==> src/hw/spm_pkg.sv <==
// Purpose: shared constants and types for the subactive power-mode controller
// Assumes: 32-bit APB register bus, one system clock
// Notes: wait-state counts above 4096 come from top-level parameters
package spm_pkg;
  // Register byte offsets
  localparam logic [7:0] ADDR_SYSCTL1 = 8'h00;
  localparam logic [7:0] ADDR_SYSCTL2 = 8'h04;
  localparam logic [7:0] ADDR_IEN2 = 8'h08;
  localparam logic [7:0] ADDR_IRQ2 = 8'h0c;
  localparam logic [7:0] ADDR_STATUS = 8'h10;
  // System control one fields
  localparam int B_STANDBY = 7;
  localparam int B_WAIT_HI = 6;
  localparam int B_WAIT_LO = 4;
  localparam int B_LOW_SPEED = 3;
  localparam int B_TIMER_MODE = 2;
  // System control two fields
  localparam int B_DIRECT = 3;
  localparam int B_MED_SPEED = 2;
  localparam int B_DIV_HI = 1;
  localparam int B_DIV_LO = 0;
  // Interrupt enable / request bit
  localparam int B_DT_IRQ = 0;
  // Reset values
  localparam logic [7:0] RST_SYSCTL1 = 8'h00;
  localparam logic [7:0] RST_SYSCTL2 = 8'h00;
  // Wait-state table entries of 4096 or less
  localparam int unsigned WS_1K = 32'h0000_0400;
  localparam int unsigned WS_2K = 32'h0000_0800;
  localparam int unsigned WS_4K = 32'h0000_1000;
  localparam int unsigned WS_EXT = 32'h0000_0002;
  localparam int unsigned WS_8 = 32'h0000_0008;
  localparam int unsigned WS_16 = 32'h0000_0010;
  localparam logic [2:0] WCODE_EXT = 3'h5;
  // Watch-clock divider select codes
  localparam logic [1:0] DIV_BY8 = 2'h0;
  localparam logic [1:0] DIV_BY4 = 2'h1;
  localparam logic [2:0] DCNT_8 = 3'h7;
  localparam logic [2:0] DCNT_4 = 3'h3;
  localparam logic [2:0] DCNT_2 = 3'h1;
  // Operating modes
  typedef enum logic [2:0] {
    MODE_ACTIVE, MODE_SUBACT, MODE_SLEEP, MODE_SUBSLEEP,
    MODE_WATCH, MODE_OSC, MODE_WAIT, MODE_RESET
  } spm_mode_t;
  // Clock and oscillator controls leaving the block
  typedef struct packed {
    logic sys_osc_run;
    logic cpu_clk_en;
    logic periph_clk_en;
    logic anlg_clk_en;
  } spm_clk_t;

  // Wait-select code to number of system clock states
  function automatic logic [15:0] wait_states(input logic [2:0] code,
      input logic [15:0] ws8k, input logic [15:0] ws16k);
    logic [15:0] n;
    n = ws8k;
    case (code)
      3'h0: n = ws8k;
      3'h1: n = ws16k;
      3'h2: n = 16'(WS_1K);
      3'h3: n = 16'(WS_2K);
      3'h4: n = 16'(WS_4K);
      3'h5: n = 16'(WS_EXT);
      3'h6: n = 16'(WS_8);
      default: n = 16'(WS_16);
    endcase
    return n;
  endfunction : wait_states
endpackage : spm_pkg

==> src/hw/spm_ctrl.sv <==
// Purpose: subactive power-mode controller with APB registers
// Assumes: CPU gives a sleep pulse, its mask bit and a wake request
// Notes: reset pin and oscillator-stable come from outside, synchronised
// How it works
// - Subactive stops oscillator unless watchdog keeps it, gates analog clocks
// - Subactive left only by sleep instruction or reset pin
// - Masked or disabled interrupt keeps subactive
// - Reset pin low restarts oscillator, then reset
// - Subactive clock is watch clock over 2/4/8
// - Divider change applies at next sleep
// - Direct transition keeps program running
// - Direct transition can change frequency in-mode
// - Direct transition completion raises interrupt
// - Disabled interrupt turns sleep into sleep/watch
// - Masked direct attempt gives unwakeable sleep/watch
// - Request flag shows pending direct interrupt
// - Transition time: sleep, wait, exception states
// - Interrupt wake from watch with low-speed bit clear restarts oscillator, then wait
// - At least eight states after clock halt; wait code 101 gives 2 states
// - Wait length from wait-select bits
// - Wait-select code maps to state counts
module spm_ctrl #(
  parameter logic [15:0] WS_8K = 16'h2000, // Wait code 000
  parameter logic [15:0] WS_16K = 16'h4000 // Wait code 001
) (
  input wire logic mclk_i,
  input wire logic rst_i,
  input wire logic psel_i,
  input wire logic penable_i,
  input wire logic pwrite_i,
  input wire logic [7:0] paddr_i,
  input wire logic [31:0] pwdata_i,
  output logic [31:0] prdata_o,
  output logic pready_o,
  output logic pslverr_o,
  input wire logic sleep_exec_i,
  input wire logic cpu_int_mask_i,
  input wire logic wake_req_i,
  input wire logic wake_en_i,
  input wire logic wdt_osc_keep_i,
  input wire logic watch_tick_i,
  input wire logic external_reset_n_i,
  input wire logic osc_stable_i,
  output spm_pkg::spm_clk_t clk_o,
  output logic cpu_reset_o,
  output logic irq_o
);
  import spm_pkg::*;

  // Registers and state
  logic [7:0] system_control_one; // Standby, wait select, speed bits
  logic [7:0] system_control_two; // Direct, medium speed, divider
  logic interrupt_enable_two; // Direct-transition interrupt mask
  logic interrupt_request_two; // Sticky direct-transition flag
  spm_mode_t mode; // Current operating mode
  spm_mode_t next_mode;
  logic [1:0] sub_sel; // Divider in use, loaded at sleep
  logic no_wake; // Direct attempt made with CPU mask set
  logic pend_dt; // Direct transition finishing after wait
  logic from_reset; // Wait started by the reset pin
  logic next_set_flag;
  logic start_wait;
  logic wait_busy;
  logic wait_done;
  logic sub_tick;
  // Synchronisers for the outside pins
  logic res_m, res_s;
  logic osc_m, osc_s;

  // Decoded control bits
  logic standby_select, low_speed_on, timer_mode_select;
  logic medium_speed_on, direct_transition_on;
  logic [2:0] wait_sel;
  logic dt_ok; // Direct transition may proceed
  logic wake; // Enabled interrupt is requesting
  logic wr_en;
  logic rd_en;
  logic hit;

  assign standby_select = system_control_one[B_STANDBY];
  assign low_speed_on = system_control_one[B_LOW_SPEED];
  assign timer_mode_select = system_control_one[B_TIMER_MODE];
  assign wait_sel = system_control_one[B_WAIT_HI:B_WAIT_LO];
  assign medium_speed_on = system_control_two[B_MED_SPEED];
  assign direct_transition_on = system_control_two[B_DIRECT];
  // Masked CPU or disabled enable blocks every direct transition
  assign dt_ok = direct_transition_on && interrupt_enable_two
    && !cpu_int_mask_i;
  assign wake = wake_req_i && wake_en_i && !cpu_int_mask_i;

  // Two-flop synchronisers, first stage read only by the second
  always_ff @(posedge mclk_i or posedge rst_i) begin
    if (rst_i) begin
      res_m <= 1'b0;
      res_s <= 1'b0;
      osc_m <= 1'b0;
      osc_s <= 1'b0;
    end else begin
      res_m <= external_reset_n_i;
      res_s <= res_m;
      osc_m <= osc_stable_i;
      osc_s <= osc_m;
    end
  end

  // APB decode, zero-wait access
  assign pready_o = 1'b1;
  assign wr_en = psel_i && penable_i && pwrite_i;
  assign rd_en = psel_i && !penable_i && !pwrite_i;
  always_comb begin
    hit = 1'b1;
    case (paddr_i)
      ADDR_SYSCTL1, ADDR_SYSCTL2, ADDR_IEN2, ADDR_IRQ2, ADDR_STATUS: hit = 1'b1;
      default: hit = 1'b0;
    endcase
  end

  // Read data and error, captured in the setup cycle
  always_ff @(posedge mclk_i or posedge rst_i) begin
    if (rst_i) begin
      prdata_o <= 32'h0000_0000;
      pslverr_o <= 1'b0;
    end else if (psel_i && !penable_i) begin
      pslverr_o <= !hit;
      prdata_o <= 32'h0000_0000;
      if (rd_en) begin
        case (paddr_i)
          ADDR_SYSCTL1: prdata_o <= {24'h000000, system_control_one};
          ADDR_SYSCTL2: prdata_o <= {24'h000000, system_control_two};
          ADDR_IEN2: prdata_o <= {31'h0, interrupt_enable_two};
          ADDR_IRQ2: prdata_o <= {31'h0, interrupt_request_two};
          ADDR_STATUS: prdata_o <= {25'h0, sub_sel, wait_busy, clk_o.sys_osc_run, mode};
          default: prdata_o <= 32'h0000_0000;
        endcase
      end
    end
  end

  // Control register writes
  always_ff @(posedge mclk_i or posedge rst_i) begin
    if (rst_i) begin
      system_control_one <= RST_SYSCTL1;
      system_control_two <= RST_SYSCTL2;
      interrupt_enable_two <= 1'b0;
    end else if (wr_en) begin
      case (paddr_i)
        ADDR_SYSCTL1: system_control_one <= pwdata_i[7:0];
        ADDR_SYSCTL2: system_control_two <= {4'h0, pwdata_i[3:0]};
        ADDR_IEN2: interrupt_enable_two <= pwdata_i[B_DT_IRQ];
        default: ;
      endcase
    end
  end

  // Sticky request flag: a new event wins over a write-one clear
  always_ff @(posedge mclk_i or posedge rst_i) begin
    if (rst_i) begin
      interrupt_request_two <= 1'b0;
    end else if (next_set_flag) begin
      interrupt_request_two <= 1'b1;
    end else if (wr_en && paddr_i == ADDR_IRQ2 && pwdata_i[B_DT_IRQ]) begin
      interrupt_request_two <= 1'b0;
    end
  end

  // Level interrupt while the unmasked flag stands
  assign irq_o = interrupt_request_two && interrupt_enable_two;

  // Next-mode decision
  always_comb begin
    next_mode = mode;
    next_set_flag = 1'b0;
    start_wait = 1'b0;
    unique case (mode)
      MODE_ACTIVE: begin
        if (sleep_exec_i) begin
          if (dt_ok && low_speed_on) begin
            next_mode = MODE_SUBACT;
            next_set_flag = 1'b1;
          end else if (dt_ok) begin
            next_set_flag = 1'b1;
          end else if (standby_select) begin
            next_mode = MODE_WATCH;
          end else begin
            next_mode = MODE_SLEEP;
          end
        end
      end
      MODE_SUBACT: begin
        // Only the sleep instruction or the reset pin leaves subactive
        if (sleep_exec_i) begin
          if (dt_ok && !low_speed_on) begin
            next_mode = MODE_OSC;
          end else if (dt_ok) begin
            next_set_flag = 1'b1;
          end else if (standby_select || timer_mode_select) begin
            next_mode = MODE_WATCH;
          end else begin
            next_mode = MODE_SUBSLEEP;
          end
        end
      end
      MODE_SLEEP: begin
        if (wake && !no_wake) begin
          next_mode = MODE_ACTIVE;
        end
      end
      MODE_SUBSLEEP: begin
        if (wake && !no_wake) begin
          next_mode = MODE_SUBACT;
        end
      end
      MODE_WATCH: begin
        // Oscillator restarts when the interrupt is accepted with the low-speed bit clear
        if (wake && !no_wake) begin
          next_mode = low_speed_on ? MODE_SUBACT : MODE_OSC;
        end
      end
      MODE_OSC: begin
        if (osc_s) begin
          next_mode = MODE_WAIT;
          start_wait = 1'b1;
        end
      end
      MODE_WAIT: begin
        // Stabilisation plus selected wait, then resume
        if (wait_done) begin
          next_mode = MODE_ACTIVE;
          next_set_flag = pend_dt;
        end
      end
      MODE_RESET: begin
        // Leaves only once the pin is high and the oscillator is stable
        if (res_s && osc_s) begin
          next_mode = MODE_WAIT;
          start_wait = 1'b1;
        end
      end
    endcase
    if (!res_s) begin
      next_mode = MODE_RESET;
      next_set_flag = 1'b0;
      start_wait = 1'b0;
    end
  end

  // Mode register
  always_ff @(posedge mclk_i or posedge rst_i) begin
    if (rst_i) begin
      mode <= MODE_RESET;
    end else begin
      mode <= next_mode;
    end
  end

  // Bookkeeping of why a wait runs and whether wake is barred
  always_ff @(posedge mclk_i or posedge rst_i) begin
    if (rst_i) begin
      pend_dt <= 1'b0;
      from_reset <= 1'b1;
      no_wake <= 1'b0;
    end else if (!res_s) begin
      pend_dt <= 1'b0;
      from_reset <= 1'b1;
      no_wake <= 1'b0;
    end else begin
      if (mode == MODE_SUBACT && next_mode == MODE_OSC) begin
        pend_dt <= 1'b1;
      end else if (mode == MODE_WAIT && wait_done) begin
        pend_dt <= 1'b0;
        from_reset <= 1'b0;
      end
      // Direct attempt under CPU mask: no interrupt may wake
      if (sleep_exec_i && (mode == MODE_ACTIVE || mode == MODE_SUBACT)) begin
        no_wake <= direct_transition_on && cpu_int_mask_i;
      end
    end
  end

  // Divider takes the programmed value only at a sleep
  always_ff @(posedge mclk_i or posedge rst_i) begin
    if (rst_i) begin
      sub_sel <= DIV_BY8;
    end else if (sleep_exec_i) begin
      sub_sel <= system_control_two[B_DIV_HI:B_DIV_LO];
    end
  end

  spm_sub_div u_div (
    .mclk_i(mclk_i),
    .rst_i(rst_i),
    .watch_tick_i(watch_tick_i),
    .sel_i(sub_sel),
    .tick_o(sub_tick)
  );

  spm_wait_cnt #(
    .WS_8K(WS_8K),
    .WS_16K(WS_16K)
  ) u_wait (
    .mclk_i(mclk_i),
    .rst_i(rst_i),
    .start_i(start_wait),
    .code_i(wait_sel),
    .busy_o(wait_busy),
    .done_o(wait_done)
  );

  // Clock enables and oscillator control, registered
  always_ff @(posedge mclk_i or posedge rst_i) begin
    if (rst_i) begin
      clk_o <= '0;
      cpu_reset_o <= 1'b1;
    end else begin
      cpu_reset_o <= (mode == MODE_RESET) || (mode == MODE_WAIT && from_reset);
      clk_o.sys_osc_run <= wdt_osc_keep_i || mode == MODE_ACTIVE
        || mode == MODE_SLEEP || mode == MODE_OSC || mode == MODE_WAIT
        || mode == MODE_RESET;
      clk_o.cpu_clk_en <= (mode == MODE_ACTIVE)
        || (mode == MODE_SUBACT && sub_tick);
      clk_o.periph_clk_en <= mode == MODE_ACTIVE || mode == MODE_SLEEP
        || ((mode == MODE_SUBACT || mode == MODE_SUBSLEEP) && sub_tick);
      // Analog converter and pulse-width unit stop at low speed
      clk_o.anlg_clk_en <= mode == MODE_ACTIVE || mode == MODE_SLEEP;
    end
  end

  // Subactive without watchdog keep stops the oscillator
  chk_sub_osc_off: assert property (@(posedge mclk_i) disable iff (rst_i)
    (mode == MODE_SUBACT && !wdt_osc_keep_i) |=> !clk_o.sys_osc_run)
    else $error("oscillator running in subactive");

  chk_sub_anlg_off: assert property (@(posedge mclk_i) disable iff (rst_i)
    (mode == MODE_SUBACT) |=> !clk_o.anlg_clk_en)
    else $error("analog clock running in subactive");

  chk_sub_stay: assert property (@(posedge mclk_i) disable iff (rst_i)
    (mode == MODE_SUBACT && !sleep_exec_i && res_s) |=> mode == MODE_SUBACT)
    else $error("subactive left without sleep");

  chk_mask_no_wake: assert property (@(posedge mclk_i) disable iff (rst_i)
    ((mode == MODE_SLEEP || mode == MODE_SUBSLEEP || mode == MODE_WATCH) && no_wake
    && res_s) |=> $stable(mode))
    else $error("masked sleep woken");

  chk_reset_osc_on: assert property (@(posedge mclk_i) disable iff (rst_i)
    !res_s |=> mode == MODE_RESET ##1 clk_o.sys_osc_run)
    else $error("reset pin did not start oscillator");

  chk_dt_flag_set: assert property (@(posedge mclk_i) disable iff (rst_i)
    (mode == MODE_WAIT && wait_done && pend_dt && res_s) |=> interrupt_request_two)
    else $error("direct transition flag not raised");

  chk_div_hold: assert property (@(posedge mclk_i) disable iff (rst_i)
    !sleep_exec_i |=> $stable(sub_sel))
    else $error("divider changed without sleep");

  chk_wait_hold: assert property (@(posedge mclk_i) disable iff (rst_i)
    (mode == MODE_WAIT) |=> !clk_o.cpu_clk_en)
    else $error("cpu clocked during wait");
endmodule : spm_ctrl

==> src/hw/spm_wait_cnt.sv <==
// Purpose: post-restart wait counter in system clock states
// Assumes: start_i is a one-cycle pulse, code_i stable while busy
// Notes: done_o pulses in the cycle after the count reaches its target
module spm_wait_cnt #(
  parameter logic [15:0] WS_8K = 16'h2000,
  parameter logic [15:0] WS_16K = 16'h4000
) (
  input wire logic mclk_i,
  input wire logic rst_i,
  input wire logic start_i,
  input wire logic [2:0] code_i,
  output logic busy_o,
  output logic done_o
);
  import spm_pkg::*;
  logic [15:0] cnt; // States counted so far
  logic [15:0] target; // Latched length of this wait

  // Count system clock states, release at the selected number
  always_ff @(posedge mclk_i or posedge rst_i) begin
    if (rst_i) begin
      cnt <= 16'h0000;
      target <= 16'h0000;
      busy_o <= 1'b0;
      done_o <= 1'b0;
    end else begin
      done_o <= 1'b0;
      if (start_i) begin
        target <= wait_states(code_i, WS_8K, WS_16K);
        cnt <= 16'h0001;
        busy_o <= 1'b1;
      end else if (busy_o) begin
        if (cnt == target) begin
          busy_o <= 1'b0;
          done_o <= 1'b1;
        end else begin
          cnt <= cnt + 16'h0001;
        end
      end
    end
  end

  // Crystal codes never release sooner than eight states
  chk_wait_min_len: assert property (@(posedge mclk_i) disable iff (rst_i)
    (start_i && code_i != WCODE_EXT) |=> !done_o [*8])
    else $error("wait released too early");
endmodule : spm_wait_cnt

==> src/hw/spm_sub_div.sv <==
// Purpose: divides the watch clock tick by 2, 4 or 8
// Assumes: watch_tick_i is a one-cycle enable in the system clock domain
// Notes: select is the latched copy, so it only changes at a sleep
module spm_sub_div (
  input wire logic mclk_i,
  input wire logic rst_i,
  input wire logic watch_tick_i,
  input wire logic [1:0] sel_i,
  output logic tick_o
);
  import spm_pkg::*;
  logic [2:0] cnt; // Watch ticks seen
  logic [2:0] last; // Terminal count for the selection

  // Decode select to terminal count
  always_comb begin
    last = DCNT_2;
    if (sel_i == DIV_BY8) begin
      last = DCNT_8;
    end else if (sel_i == DIV_BY4) begin
      last = DCNT_4;
    end
  end

  // Divide watch ticks into one subactive tick
  always_ff @(posedge mclk_i or posedge rst_i) begin
    if (rst_i) begin
      cnt <= 3'h0;
      tick_o <= 1'b0;
    end else begin
      tick_o <= 1'b0;
      if (watch_tick_i) begin
        if (cnt >= last) begin
          cnt <= 3'h0;
          tick_o <= 1'b1;
        end else begin
          cnt <= cnt + 3'h1;
        end
      end
    end
  end

  // A subactive tick never repeats back to back
  chk_div_tick_gap: assert property (@(posedge mclk_i) disable iff (rst_i)
    tick_o |=> !tick_o)
    else $error("subactive tick repeated");
endmodule : spm_sub_div

==> config.mk <==
export PLATFORM = sky130hd
export DESIGN_NAME = spm_ctrl
export DESIGN_NICKNAME = d
export VERILOG_FILES = /design/src/hw/spm_pkg.sv /design/src/hw/spm_ctrl.sv /design/src/hw/spm_wait_cnt.sv /design/src/hw/spm_sub_div.sv
export SDC_FILE = /design/constraint.sdc
export NUM_CORES = 1
export LEC_CHECK = 0
export ABC_CLOCK_PERIOD_IN_PS = 2200
export BUFFER_PORTS_ARGS = -buffer_cell sky130_fd_sc_hd__buf_2
export CAP_MARGIN = 25
export CORE_UTILIZATION = 35
export CTS_CLUSTER_DIAMETER = 40
export DETAILED_ROUTE_END_ITERATION = 7
export GPL_ROUTABILITY_DRIVEN = 0
export HOLD_SLACK_MARGIN = 0.15
export PLACE_DENSITY = 0.63
export SETUP_SLACK_MARGIN = 0.15
export SLEW_MARGIN = 5
export SYNTH_ARGS = -nofsm -noshare
export SYNTH_HDL_FRONTEND = slang
export SYNTH_HIERARCHICAL = 1
export SYNTH_SLANG_ARGS = --single-unit
==> constraint.sdc <==
create_clock -name mclk_i -period 2.2 [get_ports mclk_i]
set_input_delay 0.11 -clock mclk_i [delete_from_list [all_inputs] [get_ports mclk_i]]
set_output_delay 0.11 -clock mclk_i [all_outputs]
set_load 0.005 [all_outputs]
==> flow_metrics.tcl <==
set metrics [dict create \
    nNetsFinal 472 \
    rr_worst_depth 5 \
    routed_wl_microns 7849 \
    grt_setup_unrepaired "false" \
    synth.distinct_cells 71 \
    clock-sinks 70 \
    ir_drop_v 0.0003034 \
    period_share_pct 85.22 \
    power.leakage_nw 2.019 \
    synth.most_common_cell "dfrtp_1" \
    end_kind "register" \
    finalCriticalPeriod_ps 1875 \
    async_reset_ff_share_pct 100.0 \
    io_pins 93 \
    cts-htree-levels 3 \
    num_rows 37 \
    required_ps 2410 \
    port-buffer-count 43 \
    maxSlewViolCount 0 \
    path_clk_slew_ps 80 \
    grt_pass1_vias 2805 \
    ctsResizeCount 0 \
    ant_nets 0 \
    insertion_delay_ps 340 \
    fillCellCount 994 \
    grt_pass1_wl_microns 13480 \
    syn_inst 349 \
    critPathKind "reg -> reg" \
    rr_endpoint "u_wait/cnt[1]" \
    hold_ws_ps 141.4 \
    setup_viol 0 \
    insertedDiodeCount 0 \
    status "finished clean" \
    hold_violations 0 \
    worstHoldPathType "in -> reg" \
    p_per_area_nw_per_um2 781.5 \
    fp.dieW_microns 104.7 \
    synth_edf_count 0 \
    crit_chain "and4_1, inv_1, nand3_1, o21bai_1, or3b_2" \
    coreArea_sq_um 10280 \
    reg2reg_setup_slack_ps 330 \
    drtIter0Drc 181 \
    cts_buffers 9 \
    arrival_ps 2090 \
    syn-mean-instance-area_sq_um 10.58 \
    dieHeight_microns 104.7 \
    synth_top_area_cell "dfrtp_1" \
    synth_seq_area_share_pct 47.63 \
    wl_per_cell_microns 14.12 \
    num_vias 2855 \
    ys_top_cells_by_area "dfrtp_1 (44%), buf_4 (5.3%), mux2_2 (4.6%), dfstp_2 (3.6%), xnor2_1 (2.8%)" \
    dp.final_hpwl_microns 5494 \
    skew_ps 12.02 \
    drive_gt1_share_pct 23.81 \
    synthFlopType "dfrtp_1" \
    critPathMaxStageDelay_ps 690 \
    clk_path_buf_depth 2 \
    worst_r2r_startpoint "mode[0]" \
    cp-start-kind "register" \
    grt_use_total_pct 15.26 \
    dr.pass1.iters 4 \
    ys_ff_latch 70 \
    fin_tns_setup_ps 0 \
    start_util_pct 35.91 \
    drc_errors 0 \
    yosysWarnings 6 \
    endpoint "u_wait/cnt[1]" \
    worstPathMaxFanout 15 \
    cap_violations 0 \
    cts_tree "built" \
    syn_area_sq_um 3691 \
    worstSetupStartpoint "mode[0]" \
    timing.fmax_mhz 533.4 \
    synth.top_cell.area_share_pct 44.07 \
    grt_max_degree 41 \
    grt_overflow 0 \
    antenna_found_initial 0 \
    syn_to_final_growth_pct 17.63 \
    clk_root_buffer_cell "clkbuf_8" \
    fp.dieArea_sq_um 10960 \
    via_per_inst 5.135 \
    cpMaxStageDelayCell "dfstp_2" \
    synth_common_cells "dfrtp_1 (65), nand2_1 (27), buf_4 (26)" \
]
[report_power, final]
group          switching [mW]  internal (mW)  total, mW
sequential              0.176           1.43       1.61
combinational           0.393          0.353      0.746
clock                   0.485          0.557       1.04
[cells in the final DEF, fill, tap and decap left out, drive strengths merged, types with 12 or more instances in the layout]
cell and instances:
buf 49, mux2 15, inv 15, nand2 27, nand4 12, a21oi 12
dfrtp 65, xnor2 12, conb 25, dlygate4sd3 20, nor2 20
[final cells by class]
class,instances,area [sq um],area share [%]
flip-flops and latches,70,1758,40.49
multi-input cells,251,1700,39.16
repair buffers,69,460.4,10.61
well taps,136,170.2,3.919
clock buffers,11,141.4,3.256
clock inverters,5,58.81,1.354
inverters,14,52.55,1.210
[sequential cells by signal, summed over array words and instances (netlist names), 2 cells and up]
name	flops
u_wait/cnt	16
prdata_o	8
system_control_two	4
clk_o	4
u_div/cnt	3
u_wait/target	8
system_control_one	8
sub_sel	2
mode	3
[timing repair]
item / 4_1_cts / 5_1_grt
hold buffers: 21 / 0
setup endpoints to repair: 0 / 1
endpoints found under the hold margin: 89 / 0
buffers inserted: 0 / 1
[stage by stage]
step                setup slack [ps]  instance area, sq um  total power, mW  instances  utilization, %
global route                   219.8                  4342            3.593        556           42.24
global placement               384.4                  3934            2.311        519           38.28
detailed placement             374.1                  3934            2.333        519           38.28
CTS                            192.4                  4344            3.429        556           42.27
finish                         325.1                  4342            3.393        556           42.24
floorplan                      418.7                  3777            2.182        372               -
[logic make-up (layout without fill, tap and decap cells)]
group	after synthesis	count (layout)	share of synthesized area [%]
AND/OR/NAND/NOR	123	123	19.32
flip-flops	70	70	47.63
AO/OA/AOI/OAI	60	60	12.00
buffers and inverters	51	99	8.644
multiplexers	22	22	6.814
XOR/XNOR	17	17	4.034
adder cells (fa/ha/maj)	4	4	1.356
other	2	25	0.2035
[how the worst min path moves through the flow]
stage / endpoint / from / depth (start not counted)
after floorplan: u_div/cnt[0] / rst_i / 1
after global placement: u_div/tick_o / rst_i / 2
after detailed placement: u_div/tick_o / rst_i / 2
after CTS: interrupt_enable_two / paddr_i[2] / 3
after global routing: prdata_o[0] / paddr_i[1] / 4
final: prdata_o[0] / paddr_i[0] / 4
[critical path, delay by kind of cell (launching register included)]
kind	cells	cell delay, ps
compound gates	1	120
flops	1	690
simple gates	3	830
buf+inv	1	110
[metal layers]
layer | routed length [microns] | GRT usage [%] | share of wire [%] | up-vias
li1 | - | - | - | 1349
met1 | 3518 | 19.94 | 45 | 1396
met5 | 0 | 0 | 0 | -
met3 | 407 | 3.681 | 5.2 | 10
met2 | 3835 | 25.31 | 49 | 100
met4 | 87 | 4.024 | 1.1 | 0
Power figures use the tool's default switching activity.
